[src/hdl/pmat_pkg.sv]
package pmat_pkg;
	// Register indices; byte address is four times the index
	localparam logic [7:0] IDX_CFG    = 8'h80;
	localparam logic [7:0] IDX_TOP    = 8'h81;
	localparam logic [7:0] IDX_MIRROR = 8'h86;
	localparam logic [7:0] IDX_LOAD   = 8'h88;
	localparam logic [7:0] IDX_CTRL   = 8'h89;
	localparam logic [7:0] IDX_TWIN   = 8'hF7;
	localparam int         ADDR_W     = 12;

	// Reset values
	localparam logic [7:0] RST_LOAD   = 8'h00;
	localparam logic [7:0] RST_CTRL   = 8'h00;
	localparam logic [7:0] RST_CFG    = 8'h00;
	localparam logic [7:0] RST_MIRROR = 8'h00;

	// Configuration register fields
	localparam int CFG_TIMER_EN = 0;
	localparam int CFG_WIDTH16  = 1;
	localparam int CFG_THERM_EN = 2;
	localparam int CFG_ACPI_EN  = 3;
	localparam int CFG_CODEC_EN = 4;
	localparam int CFG_ROUTE    = 5;

	// Timer control fields
	localparam int CTRL_MS_BASE = 7;
	localparam int CTRL_KBD     = 3;
	localparam int RETRIG_N     = 7;

	// Mirror fields
	localparam int MIR_GPIO   = 7;
	localparam int MIR_THERM  = 6;
	localparam int MIR_SUPIO  = 3;
	localparam int MIR_CODEC  = 2;
	localparam int MIR_RTC    = 1;
	localparam int MIR_ACPI   = 0;
	localparam logic [7:0] MIR_USED = 8'hCF;

	// Top status fields
	localparam int TOP_EVENT  = 0;
	localparam int TOP_TIMER1 = 9;
	localparam int TOP_T1_L2  = 16;

	// Timebase
	localparam int CLK_PERIOD_NS = 25;
	localparam int TICK_MS_NS    = 1000000;
	localparam int MS_CYCLES     = (TICK_MS_NS + CLK_PERIOD_NS - 1) / CLK_PERIOD_NS;
	localparam int TICK_SEC_MS   = 1000;
	localparam int GPIO_N        = 16;
endpackage

[src/hdl/pmat_top.sv]
`timescale 1ns/1ps
`default_nettype none

// Operation
// RL1: Reading the status mirror leaves every status bit unchanged.
// RL2: Reading the twin clears flagged second and top level status, bit 7 excepted.
// RL3: Bit 7 flags an interrupt from an enabled GPIO transition.
// RL4: GPIO events count only with routing bit 0 and GPIO set as input.
// RL5: Bit 6 flags thermal alarm assertion, only when its enable is set.
// RL6: Bits 5 and 4 are reserved and read zero.
// RL7: Bit 3 flags a power-up request from the super-I/O unit.
// RL8: Bit 2 flags a codec input rising edge, only when enabled.
// RL9: Bit 1 flags RTC alarm, only in 3V suspend with routing bit 0.
// RL10: Bit 0 flags ACPI timer MSB toggle, only when enabled.
// RL11: Load register holds timer 1 value; a control bit selects 8 or 16 bits. The code selects with configuration bit 1 instead.
// RL12: Load value is copied into timer 1 when its enable is set.
// RL13: While enabled, selected activity events reload timer 1.
// RL14: Timer 1 decrements once per millisecond or second tick.
// RL15: Expiry raises the interrupt, sets top bit 9 and second-level bit 0.
// RL16: After expiry timer stays stopped until re-enabled or reloaded by write.
// RL17: Control bit 7 picks timebase: 0 seconds, 1 milliseconds.
// RL18: Control bits 6 to 4 enable reload on user range three, two, one access.
// RL19: Control bit 3 enables reload on keyboard or mouse activity.
// RL20: In 16-bit mode the start count is the load value shifted left eight.
// RL21: Disabled timer neither counts, expires nor reacts to reloads.
module pmat_top
	import pmat_pkg::*;
#(
	parameter int MS_TICK_CYCLES = MS_CYCLES,
	parameter int GPIO_LINES     = GPIO_N
)
(
	// Clock, reset, enable
	input  wire logic                  pclk,
	input  wire logic                  presetn,
	input  wire logic                  ce,
	// APB slave
	input  wire logic                  psel,
	input  wire logic                  penable,
	input  wire logic                  pwrite,
	input  wire logic [ADDR_W-1:0]     paddr,
	input  wire logic [31:0]           pwdata,
	output logic      [31:0]           prdata,
	output logic                       pready,
	output logic                       pslverr,
	// Pins, asynchronous
	input  wire logic                  thermal_alarm_n,
	input  wire logic                  codec_sdata_in,
	input  wire logic                  rtc_alarm_irq_n,
	// Same-clock event sources
	input  wire logic                  powerup_request,
	input  wire logic                  acpi_timer_msb,
	input  wire logic                  suspend_3v,
	input  wire logic [GPIO_LINES-1:0] gpio_transition,
	input  wire logic [GPIO_LINES-1:0] gpio_pme_enable,
	input  wire logic [GPIO_LINES-1:0] gpio_dir_input,
	input  wire logic                  gpio_third_clear,
	input  wire logic [RETRIG_N-1:0]   retrigger_activity,
	// Interrupt and top-level status
	output logic                       system_mgmt_interrupt,
	output logic                       top_event_status,
	output logic                       top_timer1_status
);

	localparam int MSW = (MS_TICK_CYCLES > 1) ? $clog2(MS_TICK_CYCLES) : 1;

	generate
		if (MS_TICK_CYCLES < 2 || GPIO_LINES < 1)
		begin : g_check
			$error("pmat_top: MS_TICK_CYCLES must be >= 2 and GPIO_LINES >= 1");
		end
	endgenerate

	logic [7:0]   load;
	logic [7:0]   ctrl;
	logic [7:0]   cfg;
	logic [7:0]   mirror;
	logic         top_t1_l2;
	logic [15:0]  count;
	logic         running;
	logic         en_prev;
	logic [2:0]   sync1;
	logic [2:0]   sync2;
	logic [2:0]   pin_prev;
	logic         msb_prev;
	logic [MSW-1:0] ms_cnt;
	logic [9:0]   sec_cnt;

	// APB decode: pready is always high, so every access takes one access cycle
	logic [7:0] idx;
	logic       setup;
	logic       access;
	logic       wr_en;
	logic       rd_en;
	logic       mapped;
	assign idx    = paddr[9:2];
	assign setup  = ce & psel & ~penable;
	assign access = ce & psel & penable;
	assign wr_en  = access & pwrite;
	assign rd_en  = access & ~pwrite;
	assign mapped = (idx == IDX_CFG) | (idx == IDX_TOP) | (idx == IDX_MIRROR) |
			(idx == IDX_LOAD) | (idx == IDX_CTRL) | (idx == IDX_TWIN);
	assign pready  = 1'b1;
	assign pslverr = psel & penable & ~mapped;

	// Read data is captured in setup so it can serve as the clear mask in access
	always_ff @(posedge pclk or negedge presetn)
	begin
		if (!presetn)
			prdata <= 32'h0000_0000;
		else if (setup && !pwrite)
		begin
			case (idx)
				IDX_CFG:    prdata <= {24'h00_0000, cfg};
				IDX_TOP:    prdata <= {15'h0000, top_t1_l2, 6'h00, top_timer1_status,
						8'h00, top_event_status};
				IDX_MIRROR: prdata <= {24'h00_0000, mirror & MIR_USED}; // RL6
				IDX_TWIN:   prdata <= {24'h00_0000, mirror & MIR_USED}; // RL6
				IDX_LOAD:   prdata <= {24'h00_0000, load};
				IDX_CTRL:   prdata <= {24'h00_0000, ctrl};
				default:    prdata <= 32'h0000_0000;
			endcase
		end
	end

	logic load_wr;
	assign load_wr = wr_en && idx == IDX_LOAD;

	always_ff @(posedge pclk or negedge presetn)
	begin
		if (!presetn)
		begin
			load <= RST_LOAD;
			ctrl <= RST_CTRL;
			cfg  <= RST_CFG;
		end
		else if (wr_en)
		begin
			if (idx == IDX_LOAD)
				load <= pwdata[7:0]; // RL11
			if (idx == IDX_CTRL)
				ctrl <= pwdata[7:0]; // RL17
			if (idx == IDX_CFG)
				cfg <= pwdata[7:0];
		end
	end

	// Two-stage synchronisers for the pin inputs
	logic [2:0] pins;
	assign pins = {rtc_alarm_irq_n, codec_sdata_in, thermal_alarm_n};
	genvar gi;
	generate
		for (gi = 0; gi < 3; gi++)
		begin : g_sync
			always_ff @(posedge pclk or negedge presetn)
			begin
				if (!presetn)
				begin
					sync1[gi]    <= 1'b0;
					sync2[gi]    <= 1'b0;
					pin_prev[gi] <= 1'b0;
				end
				else if (ce)
				begin
					sync1[gi]    <= pins[gi];
					sync2[gi]    <= sync1[gi];
					pin_prev[gi] <= sync2[gi];
				end
			end
		end
	endgenerate

	always_ff @(posedge pclk or negedge presetn)
	begin
		if (!presetn)
			msb_prev <= 1'b0;
		else if (ce)
			msb_prev <= acpi_timer_msb;
	end

	// Event detection; low-active pins start low after reset, so a pin idle
	// high yields one spurious rising edge only, never a falling one
	logic [7:0] set_vec;
	logic       gpio_hit;
	assign gpio_hit = |(gpio_transition & gpio_pme_enable & gpio_dir_input);
	always_comb
	begin
		set_vec = 8'h00;
		set_vec[MIR_GPIO]  = ce & gpio_hit & ~cfg[CFG_ROUTE]; // RL3 RL4
		set_vec[MIR_THERM] = ce & cfg[CFG_THERM_EN] & pin_prev[0] & ~sync2[0]; // RL5
		set_vec[MIR_SUPIO] = ce & powerup_request; // RL7
		set_vec[MIR_CODEC] = ce & cfg[CFG_CODEC_EN] & ~pin_prev[1] & sync2[1]; // RL8
		set_vec[MIR_RTC]   = ce & suspend_3v & ~cfg[CFG_ROUTE] &
				pin_prev[2] & ~sync2[2]; // RL9
		set_vec[MIR_ACPI]  = ce & cfg[CFG_ACPI_EN] & (msb_prev ^ acpi_timer_msb); // RL10
	end

	// Twin reads clear only bits actually returned to software, gpio_third_clear clears bit 7; a new set wins
	logic       twin_rd;
	logic       top_rd;
	logic [7:0] clr_vec;
	logic [7:0] next_mirror;
	assign twin_rd = rd_en && idx == IDX_TWIN;
	assign top_rd  = rd_en && idx == IDX_TOP;
	always_comb
	begin
		clr_vec = 8'h00;
		if (twin_rd)
			clr_vec = prdata[7:0] & MIR_USED & ~(8'h01 << MIR_GPIO); // RL1 RL2
		clr_vec[MIR_GPIO] = ce & gpio_third_clear;
	end

	always_ff @(posedge pclk or negedge presetn)
	begin
		if (!presetn)
			mirror <= RST_MIRROR;
		else
			mirror <= next_mirror;
	end

	// Top summary follows the mirror, so it drops once every flag has gone
	assign next_mirror = ((mirror & ~clr_vec) | set_vec) & MIR_USED; // RL2 RL6

	always_ff @(posedge pclk or negedge presetn)
	begin
		if (!presetn)
			top_event_status <= 1'b0;
		else
			top_event_status <= |next_mirror; // RL2
	end

	// Timebase: free-running millisecond prescaler and second counter
	logic ms_tick;
	logic sec_tick;
	logic tick;
	assign ms_tick  = ce && ms_cnt == MSW'(MS_TICK_CYCLES - 1);
	assign sec_tick = ms_tick && sec_cnt == 10'(TICK_SEC_MS - 1);
	assign tick     = ctrl[CTRL_MS_BASE] ? ms_tick : sec_tick; // RL17

	always_ff @(posedge pclk or negedge presetn)
	begin
		if (!presetn)
		begin
			ms_cnt  <= '0;
			sec_cnt <= 10'h000;
		end
		else if (ce)
		begin
			ms_cnt <= ms_tick ? '0 : MSW'(ms_cnt + 1'b1);
			if (sec_tick)
				sec_cnt <= 10'h000;
			else if (ms_tick)
				sec_cnt <= 10'(sec_cnt + 10'h001);
		end
	end

	// Timer 1
	logic        en;
	logic        start_load;
	logic        reload;
	logic [7:0]  start_src;
	logic [15:0] start_val;
	logic [15:0] reg_start;
	logic        timer_expire;
	assign en         = cfg[CFG_TIMER_EN];
	assign start_src  = load_wr ? pwdata[7:0] : load;
	assign start_val  = cfg[CFG_WIDTH16] ? {start_src, 8'h00} : {8'h00, start_src}; // RL20
	assign reg_start  = cfg[CFG_WIDTH16] ? {load, 8'h00} : {8'h00, load};
	assign start_load = ce & en & (~en_prev | load_wr); // RL12 RL16
	assign reload     = ce & running & |(ctrl[RETRIG_N-1:0] & retrigger_activity); // RL13 RL18 RL19
	assign timer_expire = en & running & ~start_load & ~reload & tick &
			(count <= 16'h0001); // RL15 RL21

	always_ff @(posedge pclk or negedge presetn)
	begin
		if (!presetn)
			en_prev <= 1'b0;
		else if (ce)
			en_prev <= en;
	end

	always_ff @(posedge pclk or negedge presetn)
	begin
		if (!presetn)
		begin
			count   <= 16'h0000;
			running <= 1'b0;
		end
		else if (ce)
		begin
			if (!en)
				running <= 1'b0; // RL21
			else if (start_load)
			begin
				count   <= start_val; // RL12
				running <= 1'b1;
			end
			else if (reload)
				count <= reg_start; // RL13
			else if (running && tick)
			begin
				if (count <= 16'h0001)
				begin
					count   <= 16'h0000;
					running <= 1'b0; // RL16
				end
				else
					count <= 16'(count - 16'h0001); // RL14
			end
		end
	end

	always_ff @(posedge pclk or negedge presetn)
	begin
		if (!presetn)
		begin
			top_timer1_status <= 1'b0;
			top_t1_l2         <= 1'b0;
		end
		else if (timer_expire)
		begin
			top_timer1_status <= 1'b1; // RL15
			top_t1_l2         <= 1'b1; // RL15
		end
		else if (top_rd)
		begin
			if (prdata[TOP_TIMER1])
				top_timer1_status <= 1'b0;
			if (prdata[TOP_T1_L2])
				top_t1_l2 <= 1'b0;
		end
	end

	assign system_mgmt_interrupt = top_event_status | top_timer1_status; // RL15
endmodule

`default_nettype wire

[config.mk]
export PLATFORM = sky130hd
export DESIGN_NAME = pmat_top
export DESIGN_NICKNAME = d
export VERILOG_FILES = /design/src/hdl/pmat_pkg.sv /design/src/hdl/pmat_top.sv
export SDC_FILE = /design/constraint.sdc
export NUM_CORES = 1
export LEC_CHECK = 0
export ABC_CLOCK_PERIOD_IN_PS = 2800
export BUFFER_PORTS_ARGS = -buffer_cell sky130_fd_sc_hd__buf_2
export CORE_MARGIN = 3
export CORE_UTILIZATION = 45
export CTS_CLUSTER_DIAMETER = 120
export CTS_CLUSTER_SIZE = 20
export DETAILED_ROUTE_END_ITERATION = 10
export GPL_ROUTABILITY_DRIVEN = 0
export HOLD_SLACK_MARGIN = 0.05
export PLACE_DENSITY = 0.7
export SYNTH_ARGS = -nofsm -noshare
export SYNTH_HDL_FRONTEND = slang
export SYNTH_SLANG_ARGS = --single-unit
export TNS_END_PERCENT = 50
[constraint.sdc]
create_clock -name pclk -period 2.8 [get_ports pclk]
set_input_delay 0.28 -clock pclk [delete_from_list [all_inputs] [get_ports pclk]]
set_output_delay 0.28 -clock pclk [all_outputs]
set_load 0.005 [all_outputs]
# After elaboration in Yosys (flattened, before gate mapping)
# Index checks and enable logic that the tools add are counted.
# op_classes
n_addsub	3
bitwise_logic	56
n_eq_ne	11
mux	24
n_lt_le_gt_ge	1
n_reduce_logical	25
# ops
cell	count
16-bit two-way mux	7
17-bit one-hot mux with 5 select lines	1
8-bit == test (second input constant)	6
1-bit AND	32
16-bit AND	2
10-bit two-way mux	2
16-bit by 1-bit adder with 16-bit output (second input constant)	1
16-bit == test (second input constant)	1
16-bit by 1-bit <= comparator with 1-bit output (second input constant)	1
16-bit OR reduction	1
16-bit by 1-bit subtractor with 16-bit output (second input constant)	1
1-bit two-way mux	12
2-bit AND reduction	6
10-bit by 1-bit adder with 10-bit output (second input constant)	1
10-bit == test (second input constant)	1
1-bit inverter	10
8-bit AND	1
8-bit two-way mux	1
8-bit inverter	1
8-bit bitwise OR	1
2-bit nonzero test	4
7-bit AND	1
1-bit logical AND	7
7-bit two-way mux	1
11 further kinds	18
# word_totals
out_inout_bits	37
reg_bits	119

# Logic depth before layout (Yosys ltp)
# depth
depth_word	13
depth_mapped	9
ltp_nobuf	8

# Worst setup path after synthesis
# OpenSTA, ideal clock, no wires.
# synth_path
path_type	register to register
from	reg ms_cnt[6]
to	reg count[0]
setup_ps	121
synth_period_minus_slack_ps	2340
setup_slack_ps	460
arrival_ps	2219
required_time_ps	2679
n_path_buf	1
path_stages_with_launch	8
path_cell_list	dfrtp_1 > or4b_4 > nor4_4 > o211ai_2 > a21oi_2 > buf_2 > o21ai_1 > o22a_1
# synth_between
elab_chain_len	7
# synth_lines
item	line_no	text
start: declaration	pmat_top.sv:86	logic [MSW-1:0] ms_cnt;
start signal: assignment	pmat_top.sv:249	ms_cnt <= ms_tick ? '0 : MSW'(ms_cnt + 1'b1);
16-bit == test *	pmat_top.sv:236	assign ms_tick = ce && ms_cnt == MSW'(MS_TICK_CYCLES - 1);
1-bit logical AND *	pmat_top.sv:236	
1-bit logical AND	pmat_top.sv:237	assign sec_tick = ms_tick && sec_cnt == 10'(TICK_SEC_MS - 1);
1-bit two-way mux *	pmat_top.sv:238	assign tick = ctrl[CTRL_MS_BASE] ? ms_tick : sec_tick;
1-bit logical AND *	pmat_top.sv:300	else if (running && tick)
3-bit nonzero test (no source line) *	n/a	
3-bit AND reduction (no source line) *	n/a	
end signal: assignment	pmat_top.sv:295	count <= start_val;
end signal: assignment	pmat_top.sv:299	count <= reg_start;
end signal: assignment	pmat_top.sv:308	count <= 16'(count - 16'h0001);
end: declaration	pmat_top.sv:79	logic [15:0] count;
# Every way passes the cells marked *; elsewhere a longest branch is shown, timed or not.
# A chain may end at the register's enable or synchronous reset.

# Worst setup path in the final report
# layout_path
from	reg ms_cnt[6]
to	reg count[2]
# The elaborated chain is that of the path after synthesis.

==> results by group <==
Status
  • Outcome: completed

Setup path
  • Req. time, crit path: 3.03 ns
  • Worst-path cell chain: or4b_4, nor4_4, o211ai_2, a21oi_2, buf_12, o21ai_1, o22a_1
  • Crit. Startpoint: ms_cnt[6]
  • Crit start category: flip-flop
  • Worst path max stage delay: 0.58 ns
  • Crit. End Element: flip-flop
  • R2R depth: 7
  • CP max FO: 26
  • Data arrival time of the worst path: approximately 2.8 ns
  • Slowest cell on crit path: or4b_4
  • Setup crit end: count[2]
  • Reg2Reg Launch Point: ms_cnt[6]
  • Crit Path Class: reg -> reg
  • FF-to-FF setup slack: 0.27 ns
  • FF-to-FF End: count[2]

Routing
  • Initial DRC Count: 466
  • Drt pass-1 iters: 5
  • Via count: between 4,000 and 5,000
  • Vias per cell: between 5 and 6
  • Routed Antenna Nets: 0
  • DR WL/cell: 17.2 µm
  • DRC violations left: 0
  • DRT Wirelength: about 14 mm

STA
  • RSZ-0062 raised after global routing: false
  • Period Utilization, post-route: 0.905
  • Final setup vio count: 0
  • Max frequency: 395 MHz
  • TNS Setup: 0 ns
  • Worst Tran Pin Value: approximately 0.7 ns
  • Clock Skews: 0.00742 ns
  • Max-slew violation count: 0
  • Tmin final: ~2.5 ns
  • Max_slew headroom: 0.535
  • Hold Vio Cnt, Final: 0

Clocking
  • Post-CTS resize count: 0
  • CTS Buf Count: 9
  • Cts hold-fix bufs: 1
  • Post CTS Setup Buffer Count: 0
  • H-tree levels: 3
  • Clk slew on worst S/H paths: 0.06 ns
  • Max Root-Sink Buffers: 2
  • Root buffer cell: clkbuf_16
  • Clk_lat worst skew: 0.34 ns
  • CTS tree: yes
  • Clock Sinks: 97

Die
  • Site Rows: 39
  • Die H: 116 µm
  • Die W: 116 µm
  • Initial Utilization: 0.469
  • I/O pins: 149
  • Die area: 0.0135 mm²
  • Core ar.: around 0.012 mm²

Job
  • MaxCap Viol Count: 0

Yosys
  • Sequential area share after synthesis: 0.444
  • Synth Area in Compound Gates: 0.146
  • Synth async-reset ratio: 1.00
  • YS warnings: 0
  • Post-synth EDFFs: 0
  • Synth Cell Area: ~0.0055 mm²
  • Post-Synth Adder-Cell Area: 0.00915
  • Mapped Cells: between 500 and 600
  • Xor-xnor portion of the synthesized cell area: 0.0352
  • Main combinational cell family by area after synthesis: simple AND/OR/NAND/NOR gates
  • Post-synth top flop: dfrtp_1
  • Yosys reg bits: 97
  • Synth unique cells: 66
  • Post-synthesis mux area share: 0.0926
  • Simple-Gate Fraction of Synth Area: 0.212
  • Synth Area per Inst: 9.57 µm²

Final layout
  • Layout cell share with drive strength beyond 1: 0.270
  • Commonest non-fill, non-tap cell in the layout: dfrtp_1
  • Commonest non-fill, non-tap cells in the layout: dfrtp_1, buf_2, nand2_1
  • Antenna Cells: 0
  • Fin nets: 787
  • Final non-filler cell total: 818
  • Fill cells: about 1,000
  • Post-route cell area: 0.00639 mm²
  • Area Growth Syn to Fin: 16.8%

Global route
  • Initial antenna violation count: 1
  • Gr usage total: 0.210
  • First-pass GRT wire length: around 22 mm
  • Vias in the first global route: 4,469
  • Largest net degree at the start of global routing: 54
  • Total congestion overflow: 0

Worst hold path
  • Hold Path Class: in -> reg

Pwr
  • Final total power: 3.60 mW
  • Peak VDD IR: 0.256 mV
  • LEAKAGE: 2.94 nW
  • Pwr/cell area: around 560 mW/mm²

Placed design
  • # port buffers: 97
  • Placed Area: 0.00612 mm²
  • Placed cells: around 800
  • HPWL after detailed placement: 10.6 mm
## metal layers
layer	part of all wire	vias to the layer above	GRT usage	routed length, µm
met3	0.068	34	0.0275	951
met2	0.48	220	0.363	6780
met1	0.42	2253	0.262	5890
li1	-	2239	-	-
met4	0.031	2	0.0936	438
met5	0.00064	-	0	9
## critical path: cells and delay by family, from the launching register on
kind,cells,cell delay (ns)
AOI/OAI and AO/OA,4,0.84
buffers and inverters,1,0.22
DFF,1,0.43
and+or+nand+nor,2,0.93
## synth_stat cells (4+ instances only)
library cell	count	area, µm²
buf_4	23	173
mux2_2	35	394
ha_1	4	50.1
nor4_1	4	25.0
and2_1	8	50.1
o22a_1	6	52.6
a21oi_1	29	145
mux2i_1	9	90.1
xnor2_1	14	123
nand3_1	34	170
o21ai_1	5	25.0
nor3_1	13	65.1
and3_1	8	50.1
o22ai_1	5	31.3
buf_1	4	15.0
nor2_1	41	154
nand4_1	19	119
buf_2	5	25.0
a22oi_1	9	67.6
o21ai_0	23	115
xor2_1	8	70.1
clkbuf_1	17	63.8
inv_1	14	52.6
a31oi_1	13	81.3
nand4b_1	5	43.8
nand2_1	52	195
or4_1	5	37.5
or3_1	6	37.5
dfrtp_1	97	2430
## how the worst min path moves through the flow
stage                    startpoint   endpoint  slack, ns  cells after the start
floorplan                   presetn     cfg[0]      -0.02                      0
global placement            presetn  prdata[5]       0.31                      1
detailed placement          presetn  prdata[5]       0.32                      1
CTS                 rtc_alarm_irq_n   sync1[2]       0.17                      2
global route        thermal_alarm_n   sync1[0]       0.19                      2
finish              rtc_alarm_irq_n   sync1[2]       0.18                      2
## sequential cells by signal, indices dropped and copies added (netlist names)
signal,cells
en_prev,1
sync2,3
top_t1_l2,1
msb_prev,1
mirror,6
sec_cnt,10
running,1
top_timer1_status,1
prdata,10
ms_cnt,16
cfg,8
top_event_status,1
count,16
sync1,3
pin_prev,3
ctrl,8
load,8
## where the power goes
| part | switching [mW] | internal, mW |
|---|---|---|
| sequential | 0.127 | 1.52 |
| combinational | 0.460 | 0.380 |
| clock | 0.516 | 0.596 |
| total | 1.10 | 2.49 |
## through the flow
stage                      util  setup slack, ns  hold slack, ns
after detailed placement  0.525            0.269           0.317
after global routing      0.548           0.0772           0.194
after global placement    0.525            0.306           0.309
after floorplan               -            0.460         -0.0156
final                     0.548            0.265           0.178
after CTS                 0.548            0.252           0.166
## kinds of logic after synthesis
kind of cell / after synthesis
and+or+nand+nor: 217
muxes: 45
other: 2
DFF: 97
adders and majority gates: 4
AOI/OAI and AO/OA: 122
xor gates and xnor gates: 22
buffers and inverters: 63
## area by class of cell
cell class / instances / area (µm²) / area share
Clock buffer: 10 / 229 / 0.0358
Multi-Input combinational cell: 433 / 2800 / 0.438
Inverter: 14 / 52.6 / 0.00822
Timing Repair Buffer: 116 / 671 / 0.105
Tap cell: 143 / 179 / 0.0280
Clock inverter: 5 / 33.8 / 0.00528
Sequential cell: 97 / 2430 / 0.380
No activity file was read; power rests on OpenSTA's default activity.
